File: src/logic/e1ram_pkg.sv
// Constants, register map and carrier types for the E1 receive alarm block.
// Assumes one 10 MHz reference clock and a plain register port.
// Notes on behaviour
// RULE1 - Eight receive channels, each fully independent of the others.
// RULE2 - Hardware mode: code select low picks HDB3, high picks AMI.
// RULE3 - Termination 00/01: Rx high-Z, 10/11: Rx on; odd picks 120 ohm.
// RULE4 - Recovered clock keeps running from the reference when no signal.
// RULE5 - Data change on rising recovered clock edge, falling when invert set.
// RULE6 - Loss and all-ones alarms each have their own interrupt mask.
// RULE7 - No interrupt unless the global interrupt enable bit is set.
// RULE8 - Change of an enabled unmasked alarm pulls the interrupt low.
// RULE9 - Reading status clears it, then the interrupt releases.
// RULE10 - Interrupt output only pulls low or floats, never drives high.
// RULE11 - G.775: declare loss after 32 periods below the low threshold.
// RULE12 - G.775: clear loss on high level, 12.5% ones, at most 15 zeros.
// RULE13 - ETSI: declare loss after more than 2048 periods below threshold.
// RULE14 - ETSI: clear loss after over 32 good periods at 12.5% density.
// RULE15 - ETSI loss scheme only in host mode; hardware mode uses G.775.
// RULE16 - All-ones flag reads 1 on detection; standard chosen per channel.
// RULE17 - G.775: set all-ones when two or fewer zeros in 512 bits.
// RULE18 - G.775: clear all-ones on three or more zeros in 512 bits.
// RULE19 - ETSI: all-ones whenever fewer than three zeros in 512-bit window.
// RULE20 - ETSI all-ones scheme only in host mode.
// RULE21 - Slicer threshold inputs sampled per recovered bit period.
// RULE22 - Interrupt is OR of latched unmasked changes, gated by enable.
package e1ram_pkg;
	localparam int CH_COUNT = 8;
	localparam int ADDR_W = 8;
	localparam int DATA_W = 32;
	localparam int LANE = 8;

	// Register byte offsets
	localparam logic [7:0] OFS_GLOBAL = 8'h00;
	localparam logic [7:0] OFS_CH_CFG = 8'h04;
	localparam logic [7:0] OFS_ALARM = 8'h08;
	localparam logic [7:0] OFS_STATUS = 8'h0C;

	// Global register fields
	localparam int GLB_IRQ_EN_BIT = 0;
	localparam int GLB_CLK_INV_BIT = 1;
	localparam int GLB_TERM_LSB = 2;
	// Channel config lanes: AMI select, ETSI select, loss mask, all-ones mask
	localparam int CFG_AMI_LSB = 0;
	localparam int CFG_ETSI_LSB = 8;
	localparam int CFG_LOS_MASK_LSB = 16;
	localparam int CFG_AIS_MASK_LSB = 24;
	// Alarm and status lanes
	localparam int ST_LOS_LSB = 0;
	localparam int ST_AIS_LSB = 8;

	localparam logic [31:0] RST_GLOBAL = 32'h0000_0000;
	localparam logic [31:0] RST_CH_CFG = 32'h0000_0000;

	// Bit clock synthesis
	localparam longint CLK_HZ = 10000000;
	localparam longint BIT_HZ = 2048000;
	localparam int NCO_W = 16;
	localparam logic [15:0] NCO_INC =
		16'((BIT_HZ * (64'd1 << NCO_W)) / CLK_HZ);
	localparam logic [15:0] NCO_ON_PULSE = 16'h8000;

	// Alarm counts in bit periods
	localparam logic [11:0] LOS_G775_SET = 12'h020;
	localparam logic [11:0] LOS_ETSI_SET = 12'h801;
	localparam logic [5:0] LOS_WIN_ONES = 6'h04;
	localparam logic [4:0] LOS_ZERO_LIMIT = 5'h10;
	localparam logic [5:0] LOS_WIN_LEN = 6'h20;
	localparam logic [5:0] LOS_ETSI_GOOD = 6'h21;
	localparam logic [7:0] AIS_HALF_LAST = 8'hFF;
	localparam logic [2:0] AIS_ZERO_MIN = 3'h3;

	typedef struct packed {
		logic irq_en;
		logic clk_inv;
		logic [1:0] term_sel;
	} e1ram_glb_s;

	typedef struct packed {
		logic tx_120;
		logic rx_on;
		logic rx_120;
	} e1ram_term_s;
endpackage

File: src/logic/e1ram_sync3.sv
// Three-stage input synchroniser with agreement filter.
// Assumes asynchronous pins; output moves once stages two and three agree.
`timescale 1ns/1ns
module e1ram_sync3 #(
	parameter int W = 1
) (
	input wire logic i_ref_clk,
	input wire logic i_rstn,
	input wire logic [W-1:0] i_async,
	output logic [W-1:0] o_level
);
	logic [W-1:0] stage1;
	logic [W-1:0] stage2;
	logic [W-1:0] stage3;

	always_ff @(posedge i_ref_clk or negedge i_rstn) begin
		if (!i_rstn) begin
			stage1 <= '0;
			stage2 <= '0;
			stage3 <= '0;
		end else begin
			stage1 <= i_async;
			stage2 <= stage1;
			stage3 <= stage2;
		end
	end

	// Take a bit only when the two settled stages agree
	always_ff @(posedge i_ref_clk or negedge i_rstn) begin
		if (!i_rstn) begin
			o_level <= '0;
		end else begin
			o_level <= (stage2 & stage3) | (o_level & (stage2 | stage3));
		end
	end
endmodule

File: src/logic/e1ram_top.sv
// E1 receive side: bit clock, line decode, loss and all-ones alarms.
// Assumes slicer pulses and threshold levels arrive as async digital pins.
//
// Decided for this implementation: the address-and-strobe port and the placing of the registers.
`timescale 1ns/1ns
module e1ram_top import e1ram_pkg::*; #(
	parameter int N_CH = CH_COUNT
) (
	input wire logic i_ref_clk,
	input wire logic i_rstn,
	input wire logic i_hw_mode,
	input wire logic [N_CH-1:0] i_rx_line_a,
	input wire logic [N_CH-1:0] i_rx_line_b,
	input wire logic [N_CH-1:0] i_above_high,
	input wire logic [N_CH-1:0] i_below_low,
	input wire logic [N_CH-1:0] i_neg_data_or_code_select,
	input wire logic [1:0] i_termination_select,
	input wire logic [ADDR_W-1:0] i_addr,
	input wire logic [DATA_W-1:0] i_wdata,
	input wire logic i_wr,
	input wire logic i_rd,
	output logic [DATA_W-1:0] o_rdata,
	output logic [N_CH-1:0] o_rx_clk,
	output logic [N_CH-1:0] o_rx_pos_data,
	output logic [N_CH-1:0] o_rx_neg_data,
	output logic [N_CH-1:0] o_rx_signal_loss,
	output logic [N_CH-1:0] o_all_ones_alarm,
	output logic o_irq_n_out,
	output logic o_irq_n_oe,
	output logic o_term_tx_120,
	output logic o_term_rx_on,
	output logic o_term_rx_120
);
	if (N_CH < 1 || N_CH > LANE) begin : g_bad_ch
		$error("e1ram_top: channel count must be 1 to 8");
	end

	localparam int SYNC_W = 5 * N_CH + 3;

	function automatic logic [5:0] count_ones(input logic [31:0] v);
		logic [5:0] n;
		n = '0;
		for (int k = 0; k < 32; k++) begin
			n = n + {5'b0, v[k]};
		end
		return n;
	endfunction

	function automatic e1ram_term_s term_decode(input logic [1:0] sel);
		e1ram_term_s t;
		t.tx_120 = sel[0];
		t.rx_on = sel[1];
		t.rx_120 = sel[1] & sel[0];
		return t;
	endfunction

	function automatic logic hit(input logic [ADDR_W-1:0] a,
		input logic [7:0] ofs);
		return a == ofs;
	endfunction

	// Pin synchronisers
	logic [SYNC_W-1:0] pins;
	logic [N_CH-1:0] line_a;
	logic [N_CH-1:0] line_b;
	logic [N_CH-1:0] above;
	logic [N_CH-1:0] below;
	logic [N_CH-1:0] code_pin;
	logic hw_mode;
	logic [1:0] term_pin;

	e1ram_sync3 #(
		.W(SYNC_W)
	) u_sync (
		.i_ref_clk(i_ref_clk),
		.i_rstn(i_rstn),
		.i_async({i_hw_mode, i_termination_select, i_neg_data_or_code_select,
			i_below_low, i_above_high, i_rx_line_b, i_rx_line_a}),
		.o_level(pins)
	);

	assign line_a = pins[N_CH-1:0];
	assign line_b = pins[2*N_CH-1:N_CH];
	assign above = pins[3*N_CH-1:2*N_CH];
	assign below = pins[4*N_CH-1:3*N_CH];
	assign code_pin = pins[5*N_CH-1:4*N_CH];
	assign term_pin = pins[5*N_CH+1:5*N_CH];
	assign hw_mode = pins[5*N_CH+2];

	// Software registers
	e1ram_glb_s glb;
	logic [N_CH-1:0] reg_ami;
	logic [N_CH-1:0] reg_etsi;
	logic [N_CH-1:0] mask_los;
	logic [N_CH-1:0] mask_ais;
	logic [N_CH-1:0] chg_los;
	logic [N_CH-1:0] chg_ais;
	logic [N_CH-1:0] ev_los;
	logic [N_CH-1:0] ev_ais;
	logic status_rd;

	always_ff @(posedge i_ref_clk or negedge i_rstn) begin
		if (!i_rstn) begin
			glb <= e1ram_glb_s'(RST_GLOBAL[3:0]);
		end else if (i_wr && hit(i_addr, OFS_GLOBAL)) begin
			glb.irq_en <= i_wdata[GLB_IRQ_EN_BIT];
			glb.clk_inv <= i_wdata[GLB_CLK_INV_BIT];
			glb.term_sel <= i_wdata[GLB_TERM_LSB +: 2];
		end
	end

	always_ff @(posedge i_ref_clk or negedge i_rstn) begin
		if (!i_rstn) begin
			reg_ami <= RST_CH_CFG[CFG_AMI_LSB +: N_CH];
			reg_etsi <= RST_CH_CFG[CFG_ETSI_LSB +: N_CH];
			mask_los <= RST_CH_CFG[CFG_LOS_MASK_LSB +: N_CH];
			mask_ais <= RST_CH_CFG[CFG_AIS_MASK_LSB +: N_CH];
		end else if (i_wr && hit(i_addr, OFS_CH_CFG)) begin
			reg_ami <= i_wdata[CFG_AMI_LSB +: N_CH];
			reg_etsi <= i_wdata[CFG_ETSI_LSB +: N_CH];
			mask_los <= i_wdata[CFG_LOS_MASK_LSB +: N_CH];
			mask_ais <= i_wdata[CFG_AIS_MASK_LSB +: N_CH];
		end
	end

	// Read data, one cycle after the strobe
	always_ff @(posedge i_ref_clk or negedge i_rstn) begin
		if (!i_rstn) begin
			o_rdata <= '0;
		end else begin
			o_rdata <= '0;
			if (i_rd) begin
				case (i_addr)
					OFS_GLOBAL: begin
						o_rdata[GLB_IRQ_EN_BIT] <= glb.irq_en;
						o_rdata[GLB_CLK_INV_BIT] <= glb.clk_inv;
						o_rdata[GLB_TERM_LSB +: 2] <= glb.term_sel;
					end
					OFS_CH_CFG: begin
						o_rdata[CFG_AMI_LSB +: N_CH] <= reg_ami;
						o_rdata[CFG_ETSI_LSB +: N_CH] <= reg_etsi;
						o_rdata[CFG_LOS_MASK_LSB +: N_CH] <= mask_los;
						o_rdata[CFG_AIS_MASK_LSB +: N_CH] <= mask_ais;
					end
					OFS_ALARM: begin
						o_rdata[ST_LOS_LSB +: N_CH] <= o_rx_signal_loss; // RULE16
						o_rdata[ST_AIS_LSB +: N_CH] <= o_all_ones_alarm;
					end
					OFS_STATUS: begin
						o_rdata[ST_LOS_LSB +: N_CH] <= chg_los;
						o_rdata[ST_AIS_LSB +: N_CH] <= chg_ais;
					end
					default: begin
						o_rdata <= '0;
					end
				endcase
			end
		end
	end

	// Change latches clear on read; a new change in that cycle survives
	assign status_rd = i_rd && hit(i_addr, OFS_STATUS);

	always_ff @(posedge i_ref_clk or negedge i_rstn) begin
		if (!i_rstn) begin
			chg_los <= '0;
			chg_ais <= '0;
		end else begin
			chg_los <= ev_los | (chg_los & {N_CH{!status_rd}}); // RULE9
			chg_ais <= ev_ais | (chg_ais & {N_CH{!status_rd}}); // RULE9
		end
	end

	// Open-drain request: level is always low, only the enable moves
	always_ff @(posedge i_ref_clk or negedge i_rstn) begin
		if (!i_rstn) begin
			o_irq_n_out <= 1'b0; // RULE10
			o_irq_n_oe <= 1'b0;
		end else begin
			o_irq_n_out <= 1'b0; // RULE10
			o_irq_n_oe <= glb.irq_en && // RULE7 RULE22
				|((chg_los & ~mask_los) | (chg_ais & ~mask_ais)); // RULE6 RULE8
		end
	end

	// Termination select, from pins in hardware mode
	e1ram_term_s term_now;
	assign term_now = term_decode(hw_mode ? term_pin : glb.term_sel);

	always_ff @(posedge i_ref_clk or negedge i_rstn) begin
		if (!i_rstn) begin
			o_term_tx_120 <= 1'b0;
			o_term_rx_on <= 1'b0;
			o_term_rx_120 <= 1'b0;
		end else begin
			o_term_tx_120 <= term_now.tx_120; // RULE3
			o_term_rx_on <= term_now.rx_on; // RULE3
			o_term_rx_120 <= term_now.rx_120; // RULE3
		end
	end

	// Per-channel receive logic
	genvar c;
	generate
		for (c = 0; c < N_CH; c++) begin : g_ch // RULE1
			logic a_prev;
			logic b_prev;
			logic edge_a;
			logic edge_b;
			logic [NCO_W-1:0] acc;
			logic [NCO_W:0] sum;
			logic tick;
			logic half;
			logic mark_pend;
			logic mark_neg;
			logic bit_now;
			logic neg_now;
			logic last_neg;
			logic violation;
			logic ami;
			logic etsi;
			logic [3:0] dly;
			logic [3:0] ndly;
			logic [11:0] below_run;
			logic [31:0] hist;
			logic [4:0] zero_run;
			logic [5:0] gap;
			logic [5:0] good_run;
			logic good_now;
			logic [7:0] half_cnt;
			logic second;
			logic [2:0] cur_z;
			logic [2:0] prev_z;
			logic [2:0] cur_with;
			logic [3:0] total_z;

			assign edge_a = line_a[c] & ~a_prev;
			assign edge_b = line_b[c] & ~b_prev;
			assign sum = {1'b0, acc} + {1'b0, NCO_INC};
			assign ami = hw_mode ? code_pin[c] : reg_ami[c]; // RULE2
			assign etsi = !hw_mode && reg_etsi[c]; // RULE15 RULE20
			assign bit_now = mark_pend | edge_a | edge_b;
			assign neg_now = (mark_pend & mark_neg) | edge_b;
			assign violation = !ami && bit_now && (neg_now == last_neg);

			always_ff @(posedge i_ref_clk or negedge i_rstn) begin
				if (!i_rstn) begin
					a_prev <= 1'b0;
					b_prev <= 1'b0;
				end else begin
					a_prev <= line_a[c];
					b_prev <= line_b[c];
				end
			end

			// Bit clock: pulses pull phase, otherwise free-runs on reference
			always_ff @(posedge i_ref_clk or negedge i_rstn) begin
				if (!i_rstn) begin
					acc <= '0;
					tick <= 1'b0;
					half <= 1'b0;
					o_rx_clk[c] <= 1'b0;
				end else begin
					if (edge_a || edge_b) begin
						acc <= NCO_ON_PULSE;
					end else begin
						acc <= sum[NCO_W-1:0]; // RULE4 RULE21
					end
					tick <= sum[NCO_W] && !(edge_a || edge_b);
					half <= !acc[NCO_W-1] && sum[NCO_W-1] && !sum[NCO_W];
					// From acc, so clock edges meet the data update
					o_rx_clk[c] <= !acc[NCO_W-1]; // RULE4
				end
			end

			// Pulse seen in the current bit period
			always_ff @(posedge i_ref_clk or negedge i_rstn) begin
				if (!i_rstn) begin
					mark_pend <= 1'b0;
					mark_neg <= 1'b0;
				end else if (edge_a || edge_b) begin
					mark_pend <= 1'b1;
					mark_neg <= edge_b;
				end else if (tick) begin
					mark_pend <= 1'b0;
				end
			end

			// Line decode through a four-bit delay so B00V can be removed
			always_ff @(posedge i_ref_clk or negedge i_rstn) begin
				if (!i_rstn) begin
					dly <= '0;
					ndly <= '0;
					last_neg <= 1'b1;
				end else if (tick) begin
					if (violation) begin
						dly <= {1'b0, dly[1:0], 1'b0}; // RULE2
					end else begin
						dly <= {dly[2:0], bit_now}; // RULE2
					end
					ndly <= {ndly[2:0], neg_now};
					if (bit_now) begin
						last_neg <= neg_now;
					end
				end
			end

			// Output edge chosen by the clock invert bit
			always_ff @(posedge i_ref_clk or negedge i_rstn) begin
				if (!i_rstn) begin
					o_rx_pos_data[c] <= 1'b0;
					o_rx_neg_data[c] <= 1'b0;
				end else if (glb.clk_inv ? half : tick) begin // RULE5
					o_rx_pos_data[c] <= dly[3];
					o_rx_neg_data[c] <= ndly[3];
				end
			end

			// Loss of signal: low-level run and recovery window
			assign good_now = above[c] && // RULE21
				count_ones({hist[30:0], bit_now}) >= LOS_WIN_ONES && gap == '0;

			always_ff @(posedge i_ref_clk or negedge i_rstn) begin
				if (!i_rstn) begin
					below_run <= '0;
					hist <= '0;
					zero_run <= '0;
					gap <= '0;
					good_run <= '0;
				end else if (tick) begin
					if (!below[c]) begin // RULE21
						below_run <= '0;
					end else if (below_run != LOS_ETSI_SET) begin
						below_run <= below_run + 12'h001;
					end
					hist <= {hist[30:0], bit_now};
					if (bit_now) begin
						zero_run <= '0;
					end else if (zero_run != LOS_ZERO_LIMIT) begin
						zero_run <= zero_run + 5'h01;
					end
					if (!bit_now && zero_run + 5'h01 >= LOS_ZERO_LIMIT) begin
						gap <= LOS_WIN_LEN; // RULE12
					end else if (gap != '0) begin
						gap <= gap - 6'h01;
					end
					if (!good_now) begin
						good_run <= '0;
					end else if (good_run != LOS_ETSI_GOOD) begin
						good_run <= good_run + 6'h01;
					end
				end
			end

			always_ff @(posedge i_ref_clk or negedge i_rstn) begin
				if (!i_rstn) begin
					o_rx_signal_loss[c] <= 1'b0;
				end else if (tick) begin
					if (!o_rx_signal_loss[c]) begin
						if (below[c] && below_run + 12'h001 >=
							(etsi ? LOS_ETSI_SET : LOS_G775_SET)) begin
							o_rx_signal_loss[c] <= 1'b1; // RULE11 RULE13
						end
					end else if (etsi) begin
						if (good_now && good_run + 6'h01 >= LOS_ETSI_GOOD) begin
							o_rx_signal_loss[c] <= 1'b0; // RULE14
						end
					end else if (good_now) begin
						o_rx_signal_loss[c] <= 1'b0; // RULE12
					end
				end
			end

			// All-ones: zeros counted per 256-bit half window
			assign cur_with = (!bit_now && cur_z != AIS_ZERO_MIN) ?
				cur_z + 3'h1 : cur_z;
			assign total_z = {1'b0, prev_z} + {1'b0, cur_with};

			always_ff @(posedge i_ref_clk or negedge i_rstn) begin
				if (!i_rstn) begin
					half_cnt <= '0;
					second <= 1'b0;
					cur_z <= '0;
					prev_z <= AIS_ZERO_MIN;
					o_all_ones_alarm[c] <= 1'b0;
				end else if (tick) begin
					half_cnt <= half_cnt + 8'h01;
					if (half_cnt == AIS_HALF_LAST) begin
						second <= !second;
						prev_z <= cur_with;
						cur_z <= '0;
						if (etsi) begin
							o_all_ones_alarm[c] <= // RULE19
								total_z < {1'b0, AIS_ZERO_MIN};
						end else if (second) begin
							o_all_ones_alarm[c] <= // RULE17 RULE18
								total_z < {1'b0, AIS_ZERO_MIN};
						end
					end else begin
						cur_z <= cur_with;
					end
				end
			end

			// Change events feed the status latches
			logic los_prev;
			logic ais_prev;

			always_ff @(posedge i_ref_clk or negedge i_rstn) begin
				if (!i_rstn) begin
					los_prev <= 1'b0;
					ais_prev <= 1'b0;
				end else begin
					los_prev <= o_rx_signal_loss[c];
					ais_prev <= o_all_ones_alarm[c];
				end
			end

			assign ev_los[c] = o_rx_signal_loss[c] ^ los_prev; // RULE8
			assign ev_ais[c] = o_all_ones_alarm[c] ^ ais_prev; // RULE8
		end
	endgenerate
endmodule

File: config.mk
export PLATFORM = sky130hd
export DESIGN_NAME = e1ram_top
export DESIGN_NICKNAME = d
export VERILOG_FILES = /design/src/logic/e1ram_pkg.sv /design/src/logic/e1ram_sync3.sv /design/src/logic/e1ram_top.sv
export SDC_FILE = /design/constraint.sdc
export NUM_CORES = 2
export LEC_CHECK = 0
export BUFFER_PORTS_ARGS = -buffer_cell sky130_fd_sc_hd__clkbuf_2
export CAP_MARGIN = 15
export CORE_UTILIZATION = 40
export DETAILED_ROUTE_END_ITERATION = 7
export SKIP_LAST_GASP = 1
export SYNTH_ARGS = -nofsm -noshare
export SYNTH_HDL_FRONTEND = slang
export SYNTH_SLANG_ARGS = --single-unit
File: constraint.sdc
create_clock -name i_ref_clk -period 7.7 [get_ports i_ref_clk]
set_input_delay 1.54 -clock i_ref_clk [delete_from_list [all_inputs] [get_ports i_ref_clk]]
set_output_delay 1.54 -clock i_ref_clk [all_outputs]
set_load 0.02 [all_outputs]
======== After elaboration in Yosys (flattened, before gate mapping) ========
Cells that the tools add are included.
operators by class
  muxes and demuxes ....................... 197
  bitwise logic cells ..................... 94
  reduce and logical (&&, ||, !) cells .... 264
  magnitude comparators ................... 40
  $add $sub $neg .......................... 312
  equal/unequal tests ..................... 67
operators with widths
  operator                  count
  $add A6 B1 Y6             208
  $mux W12                  24
  $mux W6                   32
  $mux W16                  9
  $add A16 B14 Y17 const B  8
  $logic_and A1 B1 Y1       100
  $add A12 B1 Y12 const B   8
  $ge A12 B12 Y1            8
  $ne A12 B12 Y1 const B    8
  $reduce_and A2 Y1         48
  $mux W1                   88
  $and A43 B43 Y43          2
  $or A43 B43 Y43           2
  $mux W5                   16
  $add A8 B1 Y8 const B     8
  $eq A8 B8 Y1 const B      8
  $reduce_bool A2 Y1        32
  $logic_not A1 Y1          50
  $add A5 B1 Y6             8
  $add A6 B1 Y6 const B     8
  $ge A6 B3 Y1 const B      8
  $ge A6 B6 Y1 const B      8
  $logic_not A6 Y1          8
  $mux W3                   16
  35 further kinds          259
storage, ports and cells
  input port bits ......................... 87
  word-level logic and storage cells ...... 1200
  register bits after elaboration ......... 1164
  output and inout bits ................... 77

======== Logic depth before layout (Yosys ltp) ========
  word-level depth ........................ 42
  mapped depth ............................ 21
  mapped depth without buffers ............ 21

======== Modules after synthesis ========
A second synthesis with hierarchy kept.
unflattened totals
  cell total of the unflattened synthesis .. 5145
  area total of the unflattened synthesis .. 56254.0 µm²
by module, submodules not included
  module       area each (µm²)  times used  cells an instance
  e1ram_top    51465.6          1           4930
  e1ram_sync3  4788.3           1           215

======== Least setup slack after synthesis ========
OpenSTA, ideal clock, no wires.
  path kind ............................... register -> register
  start point ............................. register u_sync.o_level[9]
  end point ............................... register g_ch[1].good_run[5]
  period minus slack after synthesis ...... 5.888 ns
  stages on the path, launching flop included .. 22
  arrival ................................. 5.801 ns
  setup slack ............................. 1.812 ns
  path through ............................ dfrtp_1 nand2b_1 nand2_2 nor2_2 clkinv_1 fa_1 inv_1 fa_1 fa_1 inv_1 fa_1 fa_1 inv_1 fa_1 inv_1 fa_1 nand2_1 o21ai_0 a211oi_1 nand3b_1 or3_1 o211ai_1
on the way
  longest elaborated chain between the ends .. 38
  elaborated cells on any way between the ends .. 39
ends and longest elaborated chain
  element                             RTL line           source
  from (decl)                         e1ram_sync3.sv:10  output logic [W-1:0] o_level
  from (signal assigned)              e1ram_sync3.sv:33  o_level <= (stage2 & stage3) | (o_level & (stage2 | stage3));
  $and A1 B1 Y1 (*)                   e1ram_top.sv:238   assign edge_b = line_b[c] & ~b_prev;
  $or A1 B1 Y1 (*)                    e1ram_top.sv:242   assign bit_now = mark_pend | edge_a | edge_b;
  named net g_ch[1].bit_now           e1ram_top.sv:216   logic bit_now;
  $add A1 B1 Y2 (*)                   e1ram_top.sv:44    n = n + {5'b0, v[k]};
  $add A2 B1 Y3 (*)                   e1ram_top.sv:44
  $add A3 B1 Y4 (*)                   e1ram_top.sv:44
  $add A4 B1 Y5 (*)                   e1ram_top.sv:44
  $add A5 B1 Y6 (*)                   e1ram_top.sv:44
  $add A6 B1 Y6 (*) (26 in series)    e1ram_top.sv:44
  $ge A6 B3 Y1 (*)                    e1ram_top.sv:321   count_ones({hist[30:0], bit_now}) >= LOS_WIN_ONES && gap == '0;
  $logic_and A1 B1 Y1 (*)             e1ram_top.sv:320   assign good_now = above[c] &&
  $logic_and A1 B1 Y1 (*)             e1ram_top.sv:321
  $ne A2 B1 Y1 (no source line)       -
  $reduce_and A2 Y1 (no source line)  -
  to (signal assigned)                e1ram_top.sv:350   good_run <= good_run + 6'h01;
  to (decl)                           e1ram_top.sv:228   logic [5:0] good_run;
Mark *: on every way through the listed nets, which the timed path passes. The rest lies on a longest branch.
A chain may end at the register's enable or synchronous reset.

======== Final worst setup path ========
Same ends and word-level chain as after synthesis.

==> flow_summary.json <==
{
  "worst_ir_drop_vdd_mv": 0.239,
  "io_pins": 164,
  "setup_viol": 0,
  "powerDensity_mw_per_mm2": 315,
  "dp_hpwl_um": 77000,
  "layout_min_cycle_time_ns": 6.80,
  "crit_type": "reg2reg",
  "synth_edf_count": 0,
  "max_freq_mhz": 147,
  "io_buffers": 162,
  "cpLargestDelayFamily": "adder cells",
  "clk_path_buf_depth": 3,
  "routed_wl_um": 112000,
  "skew_ns": 0.0274,
  "die-height_um": 377,
  "vias": 36400,
  "initial_core_util_pct": 40.3,
  "ant_nets": 0,
  "routabilityCongestion": 0.823,
  "cts_tree": "done",
  "required_ns": 8.38,
  "ys_ff_latch": 1164,
  "avgSynthCellArea_um2": 11.0,
  "numCtsBuffers": 136,
  "antenna_found_initial": 10,
  "grt_max_degree": 177,
  "seq_area_mm2": 0.0292,
  "critical_path_buf_inv_count": 5,
  "synth_flop_cell": "dfrtp_1",
  "clockRootBuffer": "clkbuf_16",
  "hold_viol_final": 0,
  "first_pass_iters": 5,
  "critPathArrivalTime_ns": 7.48,
  "area_delta_synth_final_pct": 13.4,
  "holdCritPathClass": "reg2reg",
  "drt_iter0_markers": 2215,
  "period_share_pct": 88.3,
  "fillCellCount": 12900,
  "critPathMostFrequentCell": "fa_1",
  "dieArea_mm2": 0.142,
  "final_util_pct": 45.8,
  "max_stage_delay_ns": 0.56,
  "synth_area_mm2": 0.0564,
  "crit_path_start_kind": "register",
  "finalSetupTns_ns": 0,
  "dp_cells": 7052,
  "synthDistinctLibCells": 91,
  "ys_top_cells_by_area": "dfrtp_1 (51%), fa_1 (7.1%), ha_1 (4.6%)",
  "core_mm2": 0.140,
  "yosys.area.top_type_share_pct": 50.6,
  "chipWidth_um": 377,
  "cts_setup_buffers": 0,
  "rows": 137,
  "cp_max_fo": 17,
  "via_per_inst": 4.98,
  "htreeDepth": 4,
  "synth-seq-area-share_pct": 51.7,
  "post-synth-top-count-cell": "dfrtp_1",
  "layout-drive-gt1-share_pct": 13.1,
  "cap_viol_max_count": 0,
  "maxSlewViolCount": 0,
  "cts_resized": 0,
  "grt.total_usage_pct": 16.6,
  "avgRoutedWirePerCell_um": 15.3,
  "final_cells": 7305,
  "critPathCaptureType": "register",
  "syn_nets": 5641,
  "clk_pin_slew_ns": 0.06,
  "grt_pass1_vias": 36800,
  "max_slew_margin_pct": 26.5,
  "grt_pass1_wl_um": 192000,
  "worst_slew_pin_slew_ns": 1.10,
  "clock_sinks": 1164,
  "clock_latency_ns": 0.79,
  "route.detailed.drc": 0,
  "cts_hold_buffers": 0,
  "ys_warn_count": 0,
  "slowest_stage": "fa_1",
  "synth_cells": 5146,
  "grt-ovfl-total": 0,
  "rsz0062_at_grt": "false",
  "dpl_cell_area_mm2": 0.0591,
  "async_reset_ff_share_pct": 100,
  "nets": 5809,
  "multi_input_area_mm2": 0.0244,
  "synth_top_area_cell": "dfrtp_1",
  "outcome": "finished clean",
  "netlist_top_cells_count": "dfrtp_1 (1140), inv_1 (557), nand2_1 (537), o21ai_0 (340), nor2_1 (311)",
  "power.leakage_nw": 29.7,
  "path_cells": "nand2b_1 -> nand2_2 -> nor2_2 -> clkinv_1 -> fa_1 -> inv_1 -> fa_1 -> fa_1 -> inv_1 -> fa_1 -> fa_1 -> inv_1 -> fa_1 -> inv_1 -> fa_1 -> nand2_1 -> o21ai_0 -> a211oi_1 -> nand3b_1 -> or3_1 -> o211ai_1",
  "fin_area_mm2": 0.0639
}
metrics by stage:
step | hold WS [ns] | power (mW) | setup slack (ns)
after floorplan | 0.331 | 12.2 | 1.81
after global placement | 0.332 | 13.4 | 1.01
after detailed placement | 0.335 | 13.6 | 0.918
after CTS | 0.346 | 20.5 | 0.875
after global routing | 0.354 | 21.7 | 0.419
final | 0.345 | 20.1 | 0.899
sequential cells by signal, indices dropped and copies added, names as in the netlist, 24 cells and up:
| name | flops |
|---|---|
| g_ch.hist | 248 |
| g_ch.acc | 128 |
| g_ch.below_run | 96 |
| g_ch.half_cnt | 64 |
| g_ch.gap | 48 |
| g_ch.good_run | 48 |
| u_sync.o_level | 43 |
| u_sync.stage1 | 43 |
| u_sync.stage2 | 43 |
| u_sync.stage3 | 43 |
| g_ch.zero_run | 40 |
| g_ch.dly | 32 |
| g_ch.ndly | 32 |
| o_rdata | 32 |
| g_ch.cur_z | 24 |
| g_ch.prev_z | 24 |
worst reg2reg max path, cell delays in order (launching register included):
cell and delay (ns):
dfrtp_1 0.40, nand2b_1 0.19, nand2_2 0.26, nor2_2 0.27, clkinv_1 0.30, fa_1 0.56, inv_1 0.05, fa_1 0.41
fa_1 0.52, inv_1 0.05, fa_1 0.50, fa_1 0.55, inv_1 0.06, fa_1 0.53, inv_1 0.06, fa_1 0.42
nand2_1 0.07, o21ai_0 0.11, a211oi_1 0.55, nand3b_1 0.34, or3_1 0.42, o211ai_1 0.08
per-layer routing:
metal / vias up / wire [um] / GRT usage [%]
met4: 4 / 2140 / 4.59
li1: 17700 / - / -
met3: 155 / 6910 / 4.62
met1: 18000 / 54700 / 23.9
met5: - / 27 / 0
met2: 540 / 48200 / 24.2
layout by cell type (no fill, tap or decap), types with 136 or more instances in the layout:
cell type  synthesis  layout
inv_1            557     557
mux2_2           222     222
o21ai_0          340     340
fa_1             200     200
clkbuf_2           4     161
ha_1             208     208
xnor2_1          139     139
nand2_1          537     537
nand3_1          149     149
nor2_1           311     311
dfrtp_1         1140    1130
clkbuf_16          0     136
cells by family (layout without fill, tap and decap cells):
kind of cell / after synthesis / after routing / share of synthesized area (%)
simple gates: 1422 / 1422 / 11.9
flops: 1164 / 1164 / 51.7
buf+inv: 722 / 1001 / 4.93
fa+ha+maj: 451 / 451 / 12.5
xor+xnor: 254 / 254 / 3.95
other cells: 1 / 5 / 0.00665
mux: 257 / 257 / 5.15
compound gates: 875 / 875 / 9.85
worst paths after layout:
kind                                        start  cells after the start                   to  slack [ns]
worst max register to register  u_sync.o_level[9]                     21  g_ch[1].good_run[5]        0.90
worst max-delay path            u_sync.o_level[9]                     21  g_ch[1].good_run[5]        0.90
worst min-delay path            u_sync.stage1[18]                      0    u_sync.stage2[18]        0.35
max in group asynchronous                  i_rstn                      3    u_sync.stage1[42]        5.15
worst min register to register  u_sync.stage1[18]                      0    u_sync.stage2[18]        0.35
min in group asynchronous                  i_rstn                      1          o_rx_clk[0]        0.76
layout make-up:
type	count	share of cell area [%]
timing repair buffer	187	1.70
inverter	565	3.32
multi-input combinational	3260	38.2
tap	1876	3.67
clock inverter	55	1.34
clock buffer	194	6.10
sequential	1164	45.6
antenna	4	0.0157
where the power goes:
part / leakage (nW) / total, mW / switching, mW / internal [mW]
Combinational: 12.3 / 5.33 / 3.06 / 2.27
Clock: 2.31 / 6.72 / 2.69 / 4.02
Sequential: 15.0 / 8.05 / 0.925 / 7.13
Total: 29.7 / 20.1 / 6.68 / 13.4
No activity file was read; power rests on OpenSTA's default activity.
